### config.mk
export PLATFORM = sky130hd
export DESIGN_NAME = port_io_change_notify
export DESIGN_NICKNAME = d
export VERILOG_FILES = /design/src/logic/gpio_port_pkg.sv /design/src/logic/pin_sync.sv /design/src/logic/port_io_change_notify.sv
export SDC_FILE = /design/constraint.sdc
export NUM_CORES = 1
export LEC_CHECK = 0
export ABC_CLOCK_PERIOD_IN_PS = 1800
export BUFFER_PORTS_ARGS = -buffer_cell sky130_fd_sc_hd__buf_4
export CAP_MARGIN = 15
export CORE_MARGIN = 4
export CORE_UTILIZATION = 35
export CTS_CLUSTER_SIZE = 24
export DETAILED_ROUTE_END_ITERATION = 6
export GPL_TIMING_DRIVEN = 0
export PLACE_DENSITY_LB_ADDON = 0.3
export SLEW_MARGIN = 10
export SYNTH_ARGS = -nofsm -noshare
export SYNTH_HDL_FRONTEND = slang
export SYNTH_HIERARCHICAL = 1
export SYNTH_SLANG_ARGS = --single-unit
### constraint.sdc
create_clock -name ref_clk -period 1.8 [get_ports ref_clk]
set_input_delay 0.18 -clock ref_clk [delete_from_list [all_inputs] [get_ports ref_clk]]
set_output_delay 0.18 -clock ref_clk [all_outputs]
set_load 0.01 [all_outputs]
### src/logic/gpio_port_pkg.sv
package gpio_port_pkg;
  localparam int          PIN_COUNT   = 16;
  localparam int          ADDR_WIDTH  = 8;
  localparam int          DATA_WIDTH  = 32;
  // base register offsets; each writable one has clear/set/invert aliases above it
  localparam logic [7:0]  ANALOG_SELECT_OFS   = 8'h00;
  localparam logic [7:0]  PIN_DIRECTION_OFS   = 8'h10;
  localparam logic [7:0]  PIN_LEVEL_OFS       = 8'h20;
  localparam logic [7:0]  OUTPUT_LATCH_OFS    = 8'h30;
  localparam logic [7:0]  OPEN_DRAIN_OFS      = 8'h40;
  localparam logic [7:0]  PULLUP_OFS          = 8'h50;
  localparam logic [7:0]  PULLDOWN_OFS        = 8'h60;
  localparam logic [7:0]  CHANGE_CONTROL_OFS  = 8'h70;
  localparam logic [7:0]  CHANGE_ENABLE_OFS   = 8'h80;
  localparam logic [7:0]  CHANGE_SEEN_OFS     = 8'h90;
  localparam logic [7:0]  IRQ_STATUS_OFS      = 8'hA0;
  localparam logic [7:0]  IRQ_MASK_OFS        = 8'hB0;
  // alias decode: low nibble selects the operation
  localparam logic [3:0]  OP_WRITE   = 4'h0;
  localparam logic [3:0]  OP_CLEAR   = 4'h4;
  localparam logic [3:0]  OP_SET     = 4'h8;
  localparam logic [3:0]  OP_INVERT  = 4'hC;
  // field positions in the change-notice control register
  localparam int          CTRL_ON_BIT   = 15;
  localparam int          CTRL_SIDL_BIT = 13;
  // reset values
  localparam logic [15:0] ANALOG_SELECT_RST = 16'hFFFF;
  localparam logic [15:0] PIN_DIRECTION_RST = 16'hFFFF;
  localparam logic [15:0] ZERO_RST          = 16'h0000;
  localparam logic [31:0] UNMAPPED_DATA     = 32'h0000_0000;
  // irq status bit
  localparam int          IRQ_CHANGE_BIT = 0;
endpackage : gpio_port_pkg

### src/logic/pin_sync.sv
`timescale 1ns/10ps
module pin_sync (
  input  wire logic        ref_clk,   // clock
  input  wire logic        rstn,      // async reset, low
  input  wire logic [15:0] pinAsync,  // raw pin levels
  output logic      [15:0] pinSync    // synchronised levels
);
  logic [15:0] stage1_r;

  always_ff @(posedge ref_clk or negedge rstn) begin
    if (!rstn) begin
      stage1_r <= gpio_port_pkg::ZERO_RST;
      pinSync  <= gpio_port_pkg::ZERO_RST;
    end else begin
      stage1_r <= pinAsync;
      pinSync  <= stage1_r;
    end
  end
endmodule : pin_sync

### src/logic/port_io_change_notify.sv
// Added by the designer: the register addresses and the plain strobed port.
`timescale 1ns/10ps
module port_io_change_notify (
  input  wire logic        ref_clk,     // peripheral clock, 20 MHz
  input  wire logic        rstn,        // async reset, low
  input  wire logic [7:0]  regAddr,     // register byte address
  input  wire logic [31:0] regWdata,    // write data
  input  wire logic        regWr,       // write strobe
  input  wire logic        regRd,       // read strobe
  output logic      [31:0] regRdata,    // read data, cycle after strobe
  input  wire logic [15:0] pinIn,       // pin levels from pads
  output logic      [15:0] pinOut,      // pad output value
  output logic      [15:0] pinOe,       // pad output enable
  output logic      [15:0] pullUpEn,    // weak pull-up enables
  output logic      [15:0] pullDownEn,  // weak pull-down enables
  output logic      [15:0] analogEn,    // pad analog path enables
  output logic             changeIrq,   // change-notice request level
  output logic             irq          // masked interrupt level
);
  logic [15:0] analogSel_r;
  logic [15:0] pinDir_r;
  logic [15:0] outLatch_r;
  logic [15:0] openDrain_r;
  logic [15:0] pullUp_r;
  logic [15:0] pullDown_r;
  logic [15:0] changeCtl_r;
  logic [15:0] changeEn_r;
  logic [15:0] changeSeen_r;
  logic [15:0] lastRead_r;
  logic [15:0] irqStatus_r;
  logic [15:0] irqMask_r;
  logic [31:0] regRdata_nxt;
  logic [15:0] pinSync;
  logic [15:0] pinLevel;
  logic [15:0] wdata16;
  logic [3:0]  aliasOp;
  logic [7:0]  baseAddr;
  logic        levelRead;
  logic        changeOn;
  logic        changeReq;
  logic [15:0] changeDiff;
  logic [15:0] irqEvent;
  logic [15:0] analogIn;
  logic        statusRead;
  // one write strobe per writable base register (none for change seen or irq status), alias operations included
  logic        analogSelWe;
  logic        pinDirWe;
  logic        outLatchWe;
  logic        pinLevelWe;
  logic        openDrainWe;
  logic        pullUpWe;
  logic        pullDownWe;
  logic        changeCtlWe;
  logic        changeEnWe;
  logic        irqMaskWe;

  assign wdata16  = regWdata[15:0];
  assign aliasOp  = regAddr[3:0];
  assign baseAddr = {regAddr[7:4], 4'h0};

  // applies a plain write or one of the atomic alias operations
  function automatic logic [15:0] apply_op(input logic [15:0] cur,
                                           input logic [15:0] val,
                                           input logic [3:0]  op);
    logic [15:0] res;
    res = cur;
    unique case (op)
      gpio_port_pkg::OP_WRITE:  res = val;
      gpio_port_pkg::OP_CLEAR:  res = cur & ~val;
      gpio_port_pkg::OP_SET:    res = cur | val;
      gpio_port_pkg::OP_INVERT: res = cur ^ val;
      default:                  res = cur;
    endcase
    return res;
  endfunction : apply_op

  function automatic logic hit(input logic [7:0] base,
                               input logic [7:0] ofs);
    return regWr && (base == ofs);
  endfunction : hit

  // register reads that have side effects
  function automatic logic read_hit(input logic [7:0] base,
                                    input logic [7:0] ofs);
    return regRd && (base == ofs) && (aliasOp == gpio_port_pkg::OP_WRITE);
  endfunction : read_hit

  // pins cross into this clock through two flops
  pin_sync u_pin_sync (
    .ref_clk  (ref_clk),
    .rstn     (rstn),
    .pinAsync (pinIn),
    .pinSync  (pinSync)
  );

  // a write to an unused low nibble leaves the register as it is
  assign analogSelWe = hit(baseAddr, gpio_port_pkg::ANALOG_SELECT_OFS);
  assign pinDirWe    = hit(baseAddr, gpio_port_pkg::PIN_DIRECTION_OFS);
  assign outLatchWe  = hit(baseAddr, gpio_port_pkg::OUTPUT_LATCH_OFS);
  assign pinLevelWe  = hit(baseAddr, gpio_port_pkg::PIN_LEVEL_OFS);
  assign openDrainWe = hit(baseAddr, gpio_port_pkg::OPEN_DRAIN_OFS);
  assign pullUpWe    = hit(baseAddr, gpio_port_pkg::PULLUP_OFS);
  assign pullDownWe  = hit(baseAddr, gpio_port_pkg::PULLDOWN_OFS);
  assign changeCtlWe = hit(baseAddr, gpio_port_pkg::CHANGE_CONTROL_OFS);
  assign changeEnWe  = hit(baseAddr, gpio_port_pkg::CHANGE_ENABLE_OFS);
  assign irqMaskWe   = hit(baseAddr, gpio_port_pkg::IRQ_MASK_OFS);

  // analog inputs read low
  assign analogIn   = analogSel_r & pinDir_r;
  assign pinLevel   = pinSync & ~analogIn;
  assign levelRead  = read_hit(baseAddr, gpio_port_pkg::PIN_LEVEL_OFS);
  assign statusRead = read_hit(baseAddr, gpio_port_pkg::IRQ_STATUS_OFS);
  assign changeOn   = changeCtl_r[gpio_port_pkg::CTRL_ON_BIT];

  // analog select comes up all ones so every analog pin starts analog
  always_ff @(posedge ref_clk or negedge rstn) begin
    if (!rstn) begin
      analogSel_r <= gpio_port_pkg::ANALOG_SELECT_RST;
    end else if (analogSelWe) begin
      analogSel_r <= apply_op(analogSel_r, wdata16, aliasOp);
    end
  end

  always_ff @(posedge ref_clk or negedge rstn) begin
    if (!rstn) begin
      pinDir_r <= gpio_port_pkg::PIN_DIRECTION_RST;
    end else if (pinDirWe) begin
      pinDir_r <= apply_op(pinDir_r, wdata16, aliasOp);
    end
  end

  always_ff @(posedge ref_clk or negedge rstn) begin
    if (!rstn) begin
      outLatch_r <= gpio_port_pkg::ZERO_RST;
    end else if (outLatchWe) begin
      outLatch_r <= apply_op(outLatch_r, wdata16, aliasOp);
    end else if (pinLevelWe) begin
      outLatch_r <= apply_op(outLatch_r, wdata16, aliasOp);
    end
  end

  always_ff @(posedge ref_clk or negedge rstn) begin
    if (!rstn) begin
      openDrain_r <= gpio_port_pkg::ZERO_RST;
    end else if (openDrainWe) begin
      openDrain_r <= apply_op(openDrain_r, wdata16, aliasOp);
    end
  end

  always_ff @(posedge ref_clk or negedge rstn) begin
    if (!rstn) begin
      pullUp_r <= gpio_port_pkg::ZERO_RST;
    end else if (pullUpWe) begin
      pullUp_r <= apply_op(pullUp_r, wdata16, aliasOp);
    end
  end

  always_ff @(posedge ref_clk or negedge rstn) begin
    if (!rstn) begin
      pullDown_r <= gpio_port_pkg::ZERO_RST;
    end else if (pullDownWe) begin
      pullDown_r <= apply_op(pullDown_r, wdata16, aliasOp);
    end
  end

  always_ff @(posedge ref_clk or negedge rstn) begin
    if (!rstn) begin
      changeCtl_r <= gpio_port_pkg::ZERO_RST;
    end else if (changeCtlWe) begin
      changeCtl_r <= apply_op(changeCtl_r, wdata16, aliasOp);
    end
  end

  always_ff @(posedge ref_clk or negedge rstn) begin
    if (!rstn) begin
      changeEn_r <= gpio_port_pkg::ZERO_RST;
    end else if (changeEnWe) begin
      changeEn_r <= apply_op(changeEn_r, wdata16, aliasOp);
    end
  end

  always_ff @(posedge ref_clk or negedge rstn) begin
    if (!rstn) begin
      irqMask_r <= gpio_port_pkg::ZERO_RST;
    end else if (irqMaskWe) begin
      irqMask_r <= apply_op(irqMask_r, wdata16, aliasOp);
    end
  end

  // the flag compares the synchronised level with the value returned by the
  // last level read; it is sticky, so a pin that toggles back still counts
  assign changeDiff = pinLevel ^ lastRead_r;

  always_ff @(posedge ref_clk or negedge rstn) begin
    if (!rstn) begin
      lastRead_r <= gpio_port_pkg::ZERO_RST;
    end else if (levelRead) begin
      lastRead_r <= pinLevel;
    end
  end

  // a read captures the present level, so nothing differs from it in that
  // cycle and the clear drops no change; detection has no clock gate of its own
  always_ff @(posedge ref_clk or negedge rstn) begin
    if (!rstn) begin
      changeSeen_r <= gpio_port_pkg::ZERO_RST;
    end else if (levelRead) begin
      changeSeen_r <= gpio_port_pkg::ZERO_RST;
    end else if (changeOn) begin
      changeSeen_r <= changeSeen_r | changeDiff;
    end
  end

  assign changeReq = |(changeSeen_r & changeEn_r);

  always_comb begin
    irqEvent                                = gpio_port_pkg::ZERO_RST;
    irqEvent[gpio_port_pkg::IRQ_CHANGE_BIT] = changeReq;
  end

  // set wins over the clearing read, so an event in that cycle is kept
  always_ff @(posedge ref_clk or negedge rstn) begin
    if (!rstn) begin
      irqStatus_r <= gpio_port_pkg::ZERO_RST;
    end else if (statusRead) begin
      irqStatus_r <= irqEvent;
    end else begin
      irqStatus_r <= irqStatus_r | irqEvent;
    end
  end

  assign changeIrq = changeReq;
  assign irq       = |(irqStatus_r & irqMask_r);

  // pad drive: output when direction is 0; open drain never drives high
  always_comb begin
    for (int i = 0; i < gpio_port_pkg::PIN_COUNT; i++) begin
      pinOut[i] = outLatch_r[i];
      pinOe[i]  = !pinDir_r[i] && !(openDrain_r[i] && outLatch_r[i]);
    end
  end

  assign pullUpEn   = pullUp_r;
  assign pullDownEn = pullDown_r;
  assign analogEn   = analogSel_r;

  // unmapped base addresses read as zero
  function automatic logic [15:0] read_value(input logic [7:0] base);
    logic [15:0] val;
    val = gpio_port_pkg::ZERO_RST;
    unique case (base)
      gpio_port_pkg::ANALOG_SELECT_OFS:  val = analogSel_r;
      gpio_port_pkg::PIN_DIRECTION_OFS:  val = pinDir_r;
      gpio_port_pkg::PIN_LEVEL_OFS:      val = pinLevel;
      gpio_port_pkg::OUTPUT_LATCH_OFS:   val = outLatch_r;
      gpio_port_pkg::OPEN_DRAIN_OFS:     val = openDrain_r;
      gpio_port_pkg::PULLUP_OFS:         val = pullUp_r;
      gpio_port_pkg::PULLDOWN_OFS:       val = pullDown_r;
      gpio_port_pkg::CHANGE_CONTROL_OFS: val = changeCtl_r;
      gpio_port_pkg::CHANGE_ENABLE_OFS:  val = changeEn_r;
      gpio_port_pkg::CHANGE_SEEN_OFS:    val = changeSeen_r;
      gpio_port_pkg::IRQ_STATUS_OFS:     val = irqStatus_r;
      gpio_port_pkg::IRQ_MASK_OFS:       val = irqMask_r;
      default:                           val = gpio_port_pkg::ZERO_RST;
    endcase
    return val;
  endfunction : read_value

  always_comb begin
    regRdata_nxt = gpio_port_pkg::UNMAPPED_DATA;
    if (aliasOp == gpio_port_pkg::OP_WRITE) begin
      regRdata_nxt[15:0] = read_value(baseAddr);
    end
  end

  // alias reads return zero
  always_ff @(posedge ref_clk or negedge rstn) begin
    if (!rstn)
      regRdata <= gpio_port_pkg::UNMAPPED_DATA;
    else if (regRd)
      regRdata <= regRdata_nxt;
    else
      regRdata <= gpio_port_pkg::UNMAPPED_DATA;
  end
endmodule : port_io_change_notify

# After elaboration in Yosys (flattened, before gate mapping)
# Index checks and enable logic that the tools add are counted.
dict set report word_totals {
  regBits 256
  wordCells 175
}
dict set report op_classes {
  reduce_logical 93
  eq_ne 14
  bitwise_logic 36
  muxes 17
}
# op n
set op_table {}
lappend op_table {{$pmux 16 s4} 9}
lappend op_table {{$and 16x16->16} 13}
lappend op_table {{$pmux 16 s12} 1}
lappend op_table {{$or 16x16->16} 10}
lappend op_table {{$xor 16x16->16} 10}
lappend op_table {{$mux 16} 7}
lappend op_table {{$logic_and 1x1->1} 46}
lappend op_table {{$logic_not 1->1} 32}
lappend op_table {{$not 16->16} 2}
lappend op_table {{$reduce_or 16->1} 2}
lappend op_table {{$eq 4x4->1 const B} 6}
lappend op_table {{$eq 4x3->1 const B} 5}
lappend op_table {{$or 16x1->16} 1}
lappend op_table {{$reduce_and 2->1} 8}
lappend op_table {{$eq 4x2->1 const B} 2}
lappend op_table {{$logic_not 8->1} 1}
lappend op_table {{$eq 4x1->1 const B} 1}
lappend op_table {{$logic_not 4->1} 1}
lappend op_table {{$reduce_bool 2->1} 2}
lappend op_table {{$reduce_bool 4->1} 1}

# Depth between registers and ports, before layout
# Gate-level depths: netlist of the first run.
dict set report logic_depth {
  ltp_word 7
  depth_mapped 8
  depth_no_buf 5
}

# Hierarchy
# Netlist of the first run, hierarchy kept.
# module area_per_inst_um2 seq_area_each_um2 cells_per_inst instances
set by_module_without_submodules {}
lappend by_module_without_submodules {port_io_change_notify 15591.2 4869.7 1741 1}
lappend by_module_without_submodules {pin_sync 800.8 800.8 32 1}

# Worst setup path before layout of the first run
# No wires, ideal clock.
dict set report synth_timing {
  path_type {flip-flop to flip-flop}
  start {register changeCtl_r[15]}
  end {register changeCtl_r[15]}
  path_slack_ns 0.126
  arrival_ns 1.546
  n_path_buf 2
  required_ns 1.671
  stages_incl_launch_ff 7
  setup_ns 0.129
  cell_sequence {dfrtp_1 -> clkbuf_1 -> clkbuf_1 -> inv_1 -> ha_1 -> a221oi_1 -> a21oi_1}
}
dict set report synth_via {
  elab_chain_len 2
  word_cells_on_any_way 4
  cone_classes {mux: 1; bitwise: 3}
}
# element line
set synth_lines {}
lappend synth_lines {{start: declaration} port_io_change_notify.sv:26} ;# logic [15:0] changeCtl_r;
lappend synth_lines {{start signal: assignment} port_io_change_notify.sv:168} ;# changeCtl_r <= gpio_port_pkg::ZERO_RST;
lappend synth_lines {{start signal: assignment} port_io_change_notify.sv:170} ;# changeCtl_r <= apply_op(changeCtl_r, wdata16, aliasOp);
lappend synth_lines {{$xor 16x16->16, or another cell as far along} port_io_change_notify.sv:71} ;# gpio_port_pkg::OP_INVERT: res = cur ^ val;
lappend synth_lines {{$pmux 16 s4 *} port_io_change_notify.sv:67} ;# unique case (op)
# Every way passes the cells marked *; elsewhere a longest branch is shown, timed or not.
# A chain may end at the register's enable or synchronous reset.

# Final worst setup path of the first run
dict set report layout_timing {
  start {register changeEn_r[10]}
  end {output changeIrq}
}
dict set report layout_via {
  elab_chain_len 2
}
# element line
set layout_lines {}
lappend layout_lines {{start: declaration} port_io_change_notify.sv:27} ;# logic [15:0] changeEn_r;
lappend layout_lines {{start signal: assignment} port_io_change_notify.sv:176} ;# changeEn_r <= gpio_port_pkg::ZERO_RST;
lappend layout_lines {{start signal: assignment} port_io_change_notify.sv:178} ;# changeEn_r <= apply_op(changeEn_r, wdata16, aliasOp);
lappend layout_lines {{$and 16x16->16} port_io_change_notify.sv:214} ;# assign changeReq = |(changeSeen_r & changeEn_r);
lappend layout_lines {{$reduce_or 16->1} port_io_change_notify.sv:214}
lappend layout_lines {{end: declaration} port_io_change_notify.sv:17} ;# output logic changeIrq,
# No other way between the ends.

==> metrics.md, run 1 <==
| Metric | Value |
|---|---|
| Final net count | `2,348` |
| First-pass GRT wire length | `111,000 um` |
| Die H | `224 um` |
| M1 WL | `31,400 um` |
| CTS root buffer | `clkbuf_16` |
| Initial cell density of the core | `35.3%` |
| Total iterations of the first detailed-routing run | `6` |
| Final setup margin | `-320 ps` |
| Rows | `79` |
| Io pins | `174` |
| Final Hold Fails | `0` |
| Outcome | `complete, but fails checks` |
| Pin count of the biggest net entering global routing | `101` |
| Worst-margin pin slew | `1300 ps` |
| Vias post-DR | `15,900` |
| Setup-failing EPs final | `4` |
| Filler cells | `4,594` |
| IO Port Bufs | `140` |
| Placed cell area | `0.0184 mm2` |
| Yosys reg bits | `225` |
| Max_slew headroom | `13.5%` |
| Top FF cell, synth | `dfrtp_1` |
| Iter 0 DRT Violations | `1,762` |
| Area of the multi-input gates | `0.00968 mm2` |
| Count leader, synth | `ha_1` |
| Share of layout cells above drive strength 1 | `18.8%` |
| Hold Path Class | `input pin to flop` |
| Post-route insts no fill | `2,637` |
| Die area | `0.0504 mm2` |
| Total track usage | `29.9%` |
| Post-synth ARST share | `100%` |
| P_int | `0.0109 W` |
| EDFF count, synth | `0` |
| Net Sw Power | `0.00611 W` |
| CP Capture Type | `primary output` |
| FMAX | `472 MHz` |
| Post-synthesis average cell area | `9.25 um2` |
| Synth area leader | `dfrtp_1` |
| Sw frac | `35.9%` |
| DRC viols | `0` |
| Worst Path Arrival | `1940 ps` |
| Register area share after synthesis | `34.6%` |
| Yosys warnings | `6` |
| Hpwl dp | `56,300 um` |
| Commonest cells in the synthesized netlist | `ha_1, o21ai_0, dfrtp_1` |
| Max-cap viol count | `0` |
| Antenna violations before repair | `8` |
| Failing checks | `negative setup slack` |
| Final Cycle Share | `118%` |
| Unique masters post-synth | `65` |
| Placed cell count | `2,540` |
| Clock power frac | `34.9%` |
| Peak supply drop | `0.668 mV` |
| Synth top area cells | `dfrtp_1, ha_1, a221oi_1` |
| H-tree Lvls | `1` |
| FF+latch area | `0.00568 mm2` |
| Fin util | `42.8%` |
| Pleak | `9.05 nW` |
| Clock slew at reported path FFs | `60 ps` |
| DR WL met3 | `6690 um` |
| Worst-path fanout max | `2` |
| Max Buffers Root-to-Sink | `3` |
| Worst Path Required | `1620 ps` |
| Synth top area share | `29.5%` |
| TritonCTS clock tree | `done` |
| Routed wire per std cell | `29.6 um` |
| Worst Path Class, Setup | `flop to primary output` |
| Post-route ant nets | `0` |
| Final wirelength | `78,000 um` |
| Grt ovf | `0` |
| Pre-CTS setup slack | `-879 ps` |
| Final Max Slew Viols | `0` |
| Cell area after synthesis | `0.0164 mm2` |
| Core area | `0.0465 mm2` |
| Reg power frac | `40.4%` |
| Final instance area | `0.0199 mm2` |
| Vias in the first global route | `15,500` |
| P&R area growth vs syn | `21.4%` |
| RSZ-0062 raised after global routing | `yes` |
| Clk sink count | `225` |
| Power per cell area | `856 mW/mm2` |
| Cell count after synthesis | `1,773` |
| Startpoint Class | `flop` |
| Total power | `0.0170 W` |
| CTS buffer count | `28` |
| WL met2 | `35,700 um` |
| Die X | `224 um` |
| Clock Skew | `28.7 ps` |
| Vias per inst | `6.05` |
| GP Congestion | `1.04` |
| Min Tclk post-route | `2120 ps` |
| Top Metal Used | `met5` |
| Insertion delay to the later sink of the worst-skew pair | `580 ps` |
| Logic pwr share | `24.7%` |
flip-flops by register name (all words and copies together), names as in the netlist:
register             cells
pullDownEn              16
pinDir_r                16
irqMask_r               16
changeEn_r              16
changeSeen_r            16
pullUpEn                16
irqStatus_r              1
analogEn                16
regRdata                16
lastRead_r              16
changeCtl_r             16
pinOut                  16
openDrain_r             16
u_pin_sync/stage1_r     16
u_pin_sync/pinSync      16
logic make-up (layout without fill, tap and decap cells):
family          Yosys count  after routing  share of synthesized area (%)
simple gates            298            298                           8.00
xor+xnor                 16             16                          0.855
buf+inv                 289            522                           7.71
fa+ha+maj               288            288                           22.0
other cells               1             25                         0.0229
mux                      26             26                           1.77
compound gates          630            630                           25.1
flops                   225            225                           34.6
final timing paths:
check / from / end / slack [ps] / depth (start not counted)
setup / recovery: changeEn_r[10]$_DFFE_PN0P_ / changeIrq / -320 / 4
hold / removal: regRd / regRdata[0]$_DFF_PN0_ / 40 / 3
setup reg to reg: pinDir_r[3]$_DFFE_PN1P_ / regRdata[3]$_DFF_PN0_ / -60 / 4
hold reg to reg: u_pin_sync/stage1_r[1]$_DFF_PN0_ / u_pin_sync/pinSync[1]$_DFF_PN0_ / 340 / 0
max in group asynchronous: rstn / pullUpEn[6]$_DFFE_PN0P_ / 850 / 3
min in group asynchronous: rstn / regRdata[15]$_DFF_PN0_ / 80 / 2
through the flow:
stage,hold slack (ps),setup TNS (ps)
2_1_floorplan,-116,0
3_3_place_gp,289,-395200
3_5_place_dp,72.9,-97960
4_1_cts,20.7,-334
5_1_grt,35.5,-394
6_report,37.1,-425
layout make-up:
type	count	area share [%]
Sequential cell	225	28.5
Inverter	161	3.04
Clock inverter	8	0.465
Antenna cell	9	0.113
Clock buffer	43	4.31
Tap cell	607	3.82
Buffer	127	3.40
Timing Repair Buffer	183	7.67
Multi-Input combinational cell	1274	48.6
power groups by stage:
stage | Combinational (W) | Sequential [W] | Clock [W]
finish | 0.00421 | 0.00689 | 0.00594
global route | 0.00466 | 0.00690 | 0.00620
CTS | 0.00406 | 0.00683 | 0.00600
detailed placement | 0.00389 | 0.00692 | 0
global placement | 0.00366 | 0.00688 | 0
floorplan | 0.00215 | 0.00638 | 0
routing by layer:
metal,up-vias,GRT usage (%)
met3,216,6.26
met2,892,47.3
met4,2,15.0
li1,6823,-
met5,-,0.569
met1,8012,38.9
worst max-delay path: stages (launching register included):
cell	delay, ps
dfrtp_2	440
a22o_1	260
a221oi_2	220
nand4_1	250
buf_4	220
cell usage in the layout (no fill, tap or decap), drive strengths merged, types with 3 or more instances in the layout:
cell	instances
o21ai	300
ha	288
buf	231
dfrtp	193
nand2	170
inv	161
a221oi	154
clkbuf	105
a21oi	85
nor2	71
dfstp	32
mux2i	20
a22oi	20
dlygate4sd3	17
conb	16
xor2	12
a21boi	12
nand3	11
a31oi	10
a32oi	10
diode	9
nand4	9
o22ai	8
a22o	7
or2	7
nor2b	6
clkinv	5
nand3b	5
and3	4
a32o	4
xnor2	4
nand2b	4
mux2	4
nor3	4
and2b	3
o32ai	3
timing repair:
action | in CTS | in global routing
setup endpoints to repair | 103 | 39
gates resized for setup | 45 | 18
endpoints found under the hold margin | 215 | 0
hold buffers | 17 | 0
buffers inserted | 9 | 12
pin swaps | 5 | 7
(Power assumes the default switching activity.)
==> inputs of run 2 (changes only) <==
--- a/config.mk
+++ b/config.mk
@@ -5,7 +5,7 @@
 export SDC_FILE = /design/constraint.sdc
 export NUM_CORES = 1
 export LEC_CHECK = 0
-export ABC_CLOCK_PERIOD_IN_PS = 1800
+export ABC_CLOCK_PERIOD_IN_PS = 2590
 export BUFFER_PORTS_ARGS = -buffer_cell sky130_fd_sc_hd__buf_4
 export CAP_MARGIN = 15
 export CORE_MARGIN = 4
==> constraint.sdc (replaced) <==
create_clock -name ref_clk -period 2.59 [get_ports ref_clk]
set_input_delay 0.259 -clock ref_clk [delete_from_list [all_inputs] [get_ports ref_clk]]
set_output_delay 0.259 -clock ref_clk [all_outputs]
set_load 0.01 [all_outputs]
==> metrics.md, run 2 (synthesis gave the netlist of run 1 again) <==
| Metric | Value |
|---|---|
| Outcome | `finished, final reports clean` |
| FMAX | `408 MHz` |
| H-tree Lvls | `1` |
| RSZ-0062 raised after global routing | `no` |
| Worst-path fanout max | `5` |
| Final wirelength | `77,300 um` |
| Hold Path Class | `input pin to flop` |
| Hpwl dp | `56,300 um` |
| Setup-failing EPs final | `0` |
| Total track usage | `29.8%` |
| TritonCTS clock tree | `done` |
| Max_slew headroom | `14.5%` |
| Total iterations of the first detailed-routing run | `6` |
| Max Buffers Root-to-Sink | `3` |
| IO Port Bufs | `140` |
| Insertion delay to the later sink of the worst-skew pair | `590 ps` |
| First-pass GRT wire length | `110,000 um` |
| Final Hold Fails | `0` |
| Clock Skew | `34.4 ps` |
| Most frequent cells in the layout | `ha_1, o21ai_0, dfrtp_1` |
| CTS buffer count | `28` |
| Final Cycle Share | `94.5%` |
| Setup Buffers After CTS | `0` |
| Power per cell area | `600 mW/mm2` |
| Startpoint Class | `flop` |
| Share of layout cells above drive strength 1 | `16.2%` |
| Pre-CTS setup slack | `-168 ps` |
| Reg power frac | `41.0%` |
| GRT Max-Usage Layer | `met2` |
| P&R area growth vs syn | `19.0%` |
| Worst hold slack | `112 ps` |
| Die area | `0.0504 mm2` |
| Most common cell after layout, fill and taps aside | `ha_1` |
| Routed wire per std cell | `29.6 um` |
| Pin count of the biggest net entering global routing | `101` |
| Final setup margin | `141 ps` |
| Post-route ant nets | `0` |
| DRC viols | `0` |
| P_int | `0.00751 W` |
| Worst Path Class, Setup | `flop to flop` |
| Die X | `224 um` |
| CTS root buffer | `clkbuf_16` |
| Logic pwr share | `23.7%` |
| Pleak | `8.89 nW` |
| Final net count | `2,328` |
| CP Capture Type | `flop` |
| Worst reg2reg setup slack | `140 ps` |
| Antenna violations before repair | `5` |
| Worst Path Arrival | `2860 ps` |
| Rows | `79` |
| GR Util met1 | `38.9%` |
| GP Congestion | `1.04` |
| Net Sw Power | `0.00419 W` |
| Die H | `224 um` |
| Min Tclk post-route | `2450 ps` |
| Core area | `0.0465 mm2` |
| Clk sink count | `225` |
| Worst-margin pin slew | `1270 ps` |
| Final Max Slew Viols | `0` |
| Sw frac | `35.8%` |
| Grt ovf | `0` |
| Clock power frac | `35.3%` |
| Peak supply drop | `0.460 mV` |
| Filler cells | `4,613` |
| GR Util met2 | `47.3%` |
| Vias in the first global route | `15,400` |
| Clock slew at reported path FFs | `60 ps` |
| Max-cap viol count | `0` |
| Vias post-DR | `15,800` |
| Worst Path Required | `3000 ps` |
| Met3 usage | `6.02%` |
| Vias per inst | `6.06` |
| Io pins | `174` |
| Iter 0 DRT Violations | `1,752` |
| Initial cell density of the core | `35.3%` |
==> run 2: cell types whose count changed in the layout (fill, tap and decap cells not counted), sizes merged <==
cell | previous run | this run
buf | 231 | 210
clkbuf | 105 | 106
diode | 9 | 2
==> run 2: path summary, 6_finish.rpt <==
kind                                                    to                             start  cells past startpoint
max in group asynchronous          pullUpEn[6]$_DFFE_PN0P_                              rstn                      3
min reg2reg                u_pin_sync/pinSync[1]$_DFF_PN0_  u_pin_sync/stage1_r[1]$_DFF_PN0_                      0
min                                  regRdata[0]$_DFF_PN0_                             regRd                      3
max                                  regRdata[2]$_DFF_PN0_           pinDir_r[2]$_DFFE_PN1P_                      5
max reg2reg                          regRdata[2]$_DFF_PN0_           pinDir_r[2]$_DFFE_PN1P_                      5
min in group asynchronous           regRdata[15]$_DFF_PN0_                              rstn                      2
==> run 2: worst max-delay path, cell delays in order (launching register included) <==
cell      delay (ps)
dfstp_2          660
inv_1             90
o21ai_0          590
o32ai_1          230
a311oi_1         480
a21oi_1          250
==> run 2: per-stage QoR <==
step                std cells  area (um2)  setup TNS [ps]  util (%)  total power, W
floorplan                1788       16400               0         -         0.00593
global placement         2535       18300         -138550      39.3         0.00733
detailed placement       2540       18400            -758      39.5         0.00751
CTS                      2608       19500               0      42.0          0.0117
global route             2609       19500               0      42.0          0.0122
finish                   2610       19500               0      42.0          0.0117
==> run 2: power groups by stage <==
stage	Clock [W]	Sequential, W	Combinational (W)
3_3_place_gp	0	0.00478	0.00254
5_1_grt	0.00431	0.00481	0.00310
2_1_floorplan	0	0.00443	0.00149
3_5_place_dp	0	0.00481	0.00271
4_1_cts	0.00417	0.00475	0.00275
6_report	0.00413	0.00480	0.00278
==> run 2: final cells by class <==
cell class / count / area [um2] / area share [%]
antenna: 2 / 5.00 / 0.0257
buffer: 128 / 661 / 3.39
clock buffer: 43 / 858 / 4.40
clock inverter: 8 / 92.6 / 0.475
inverter: 161 / 604 / 3.10
multi-input combinational: 1274 / 9520 / 48.8
sequential: 225 / 5670 / 29.1
tap: 607 / 759 / 3.90
timing repair buffer: 162 / 1330 / 6.82
==> run 2: per-layer routing <==
| metal | up-vias | wire [um] |
|---|---|---|
| met4 | 4 | 4350 |
| met2 | 838 | 35100 |
| li1 | 6771 | - |
| met3 | 227 | 6600 |
| met1 | 7970 | 31200 |
| met5 | - | 21 |
==> run 2: repair_timing <==
action                                 4_1_cts  5_1_grt
setup endpoints to repair                    0        1
gates resized for setup                      0        2
endpoints found under the hold margin      123        0
hold buffers                                17        0
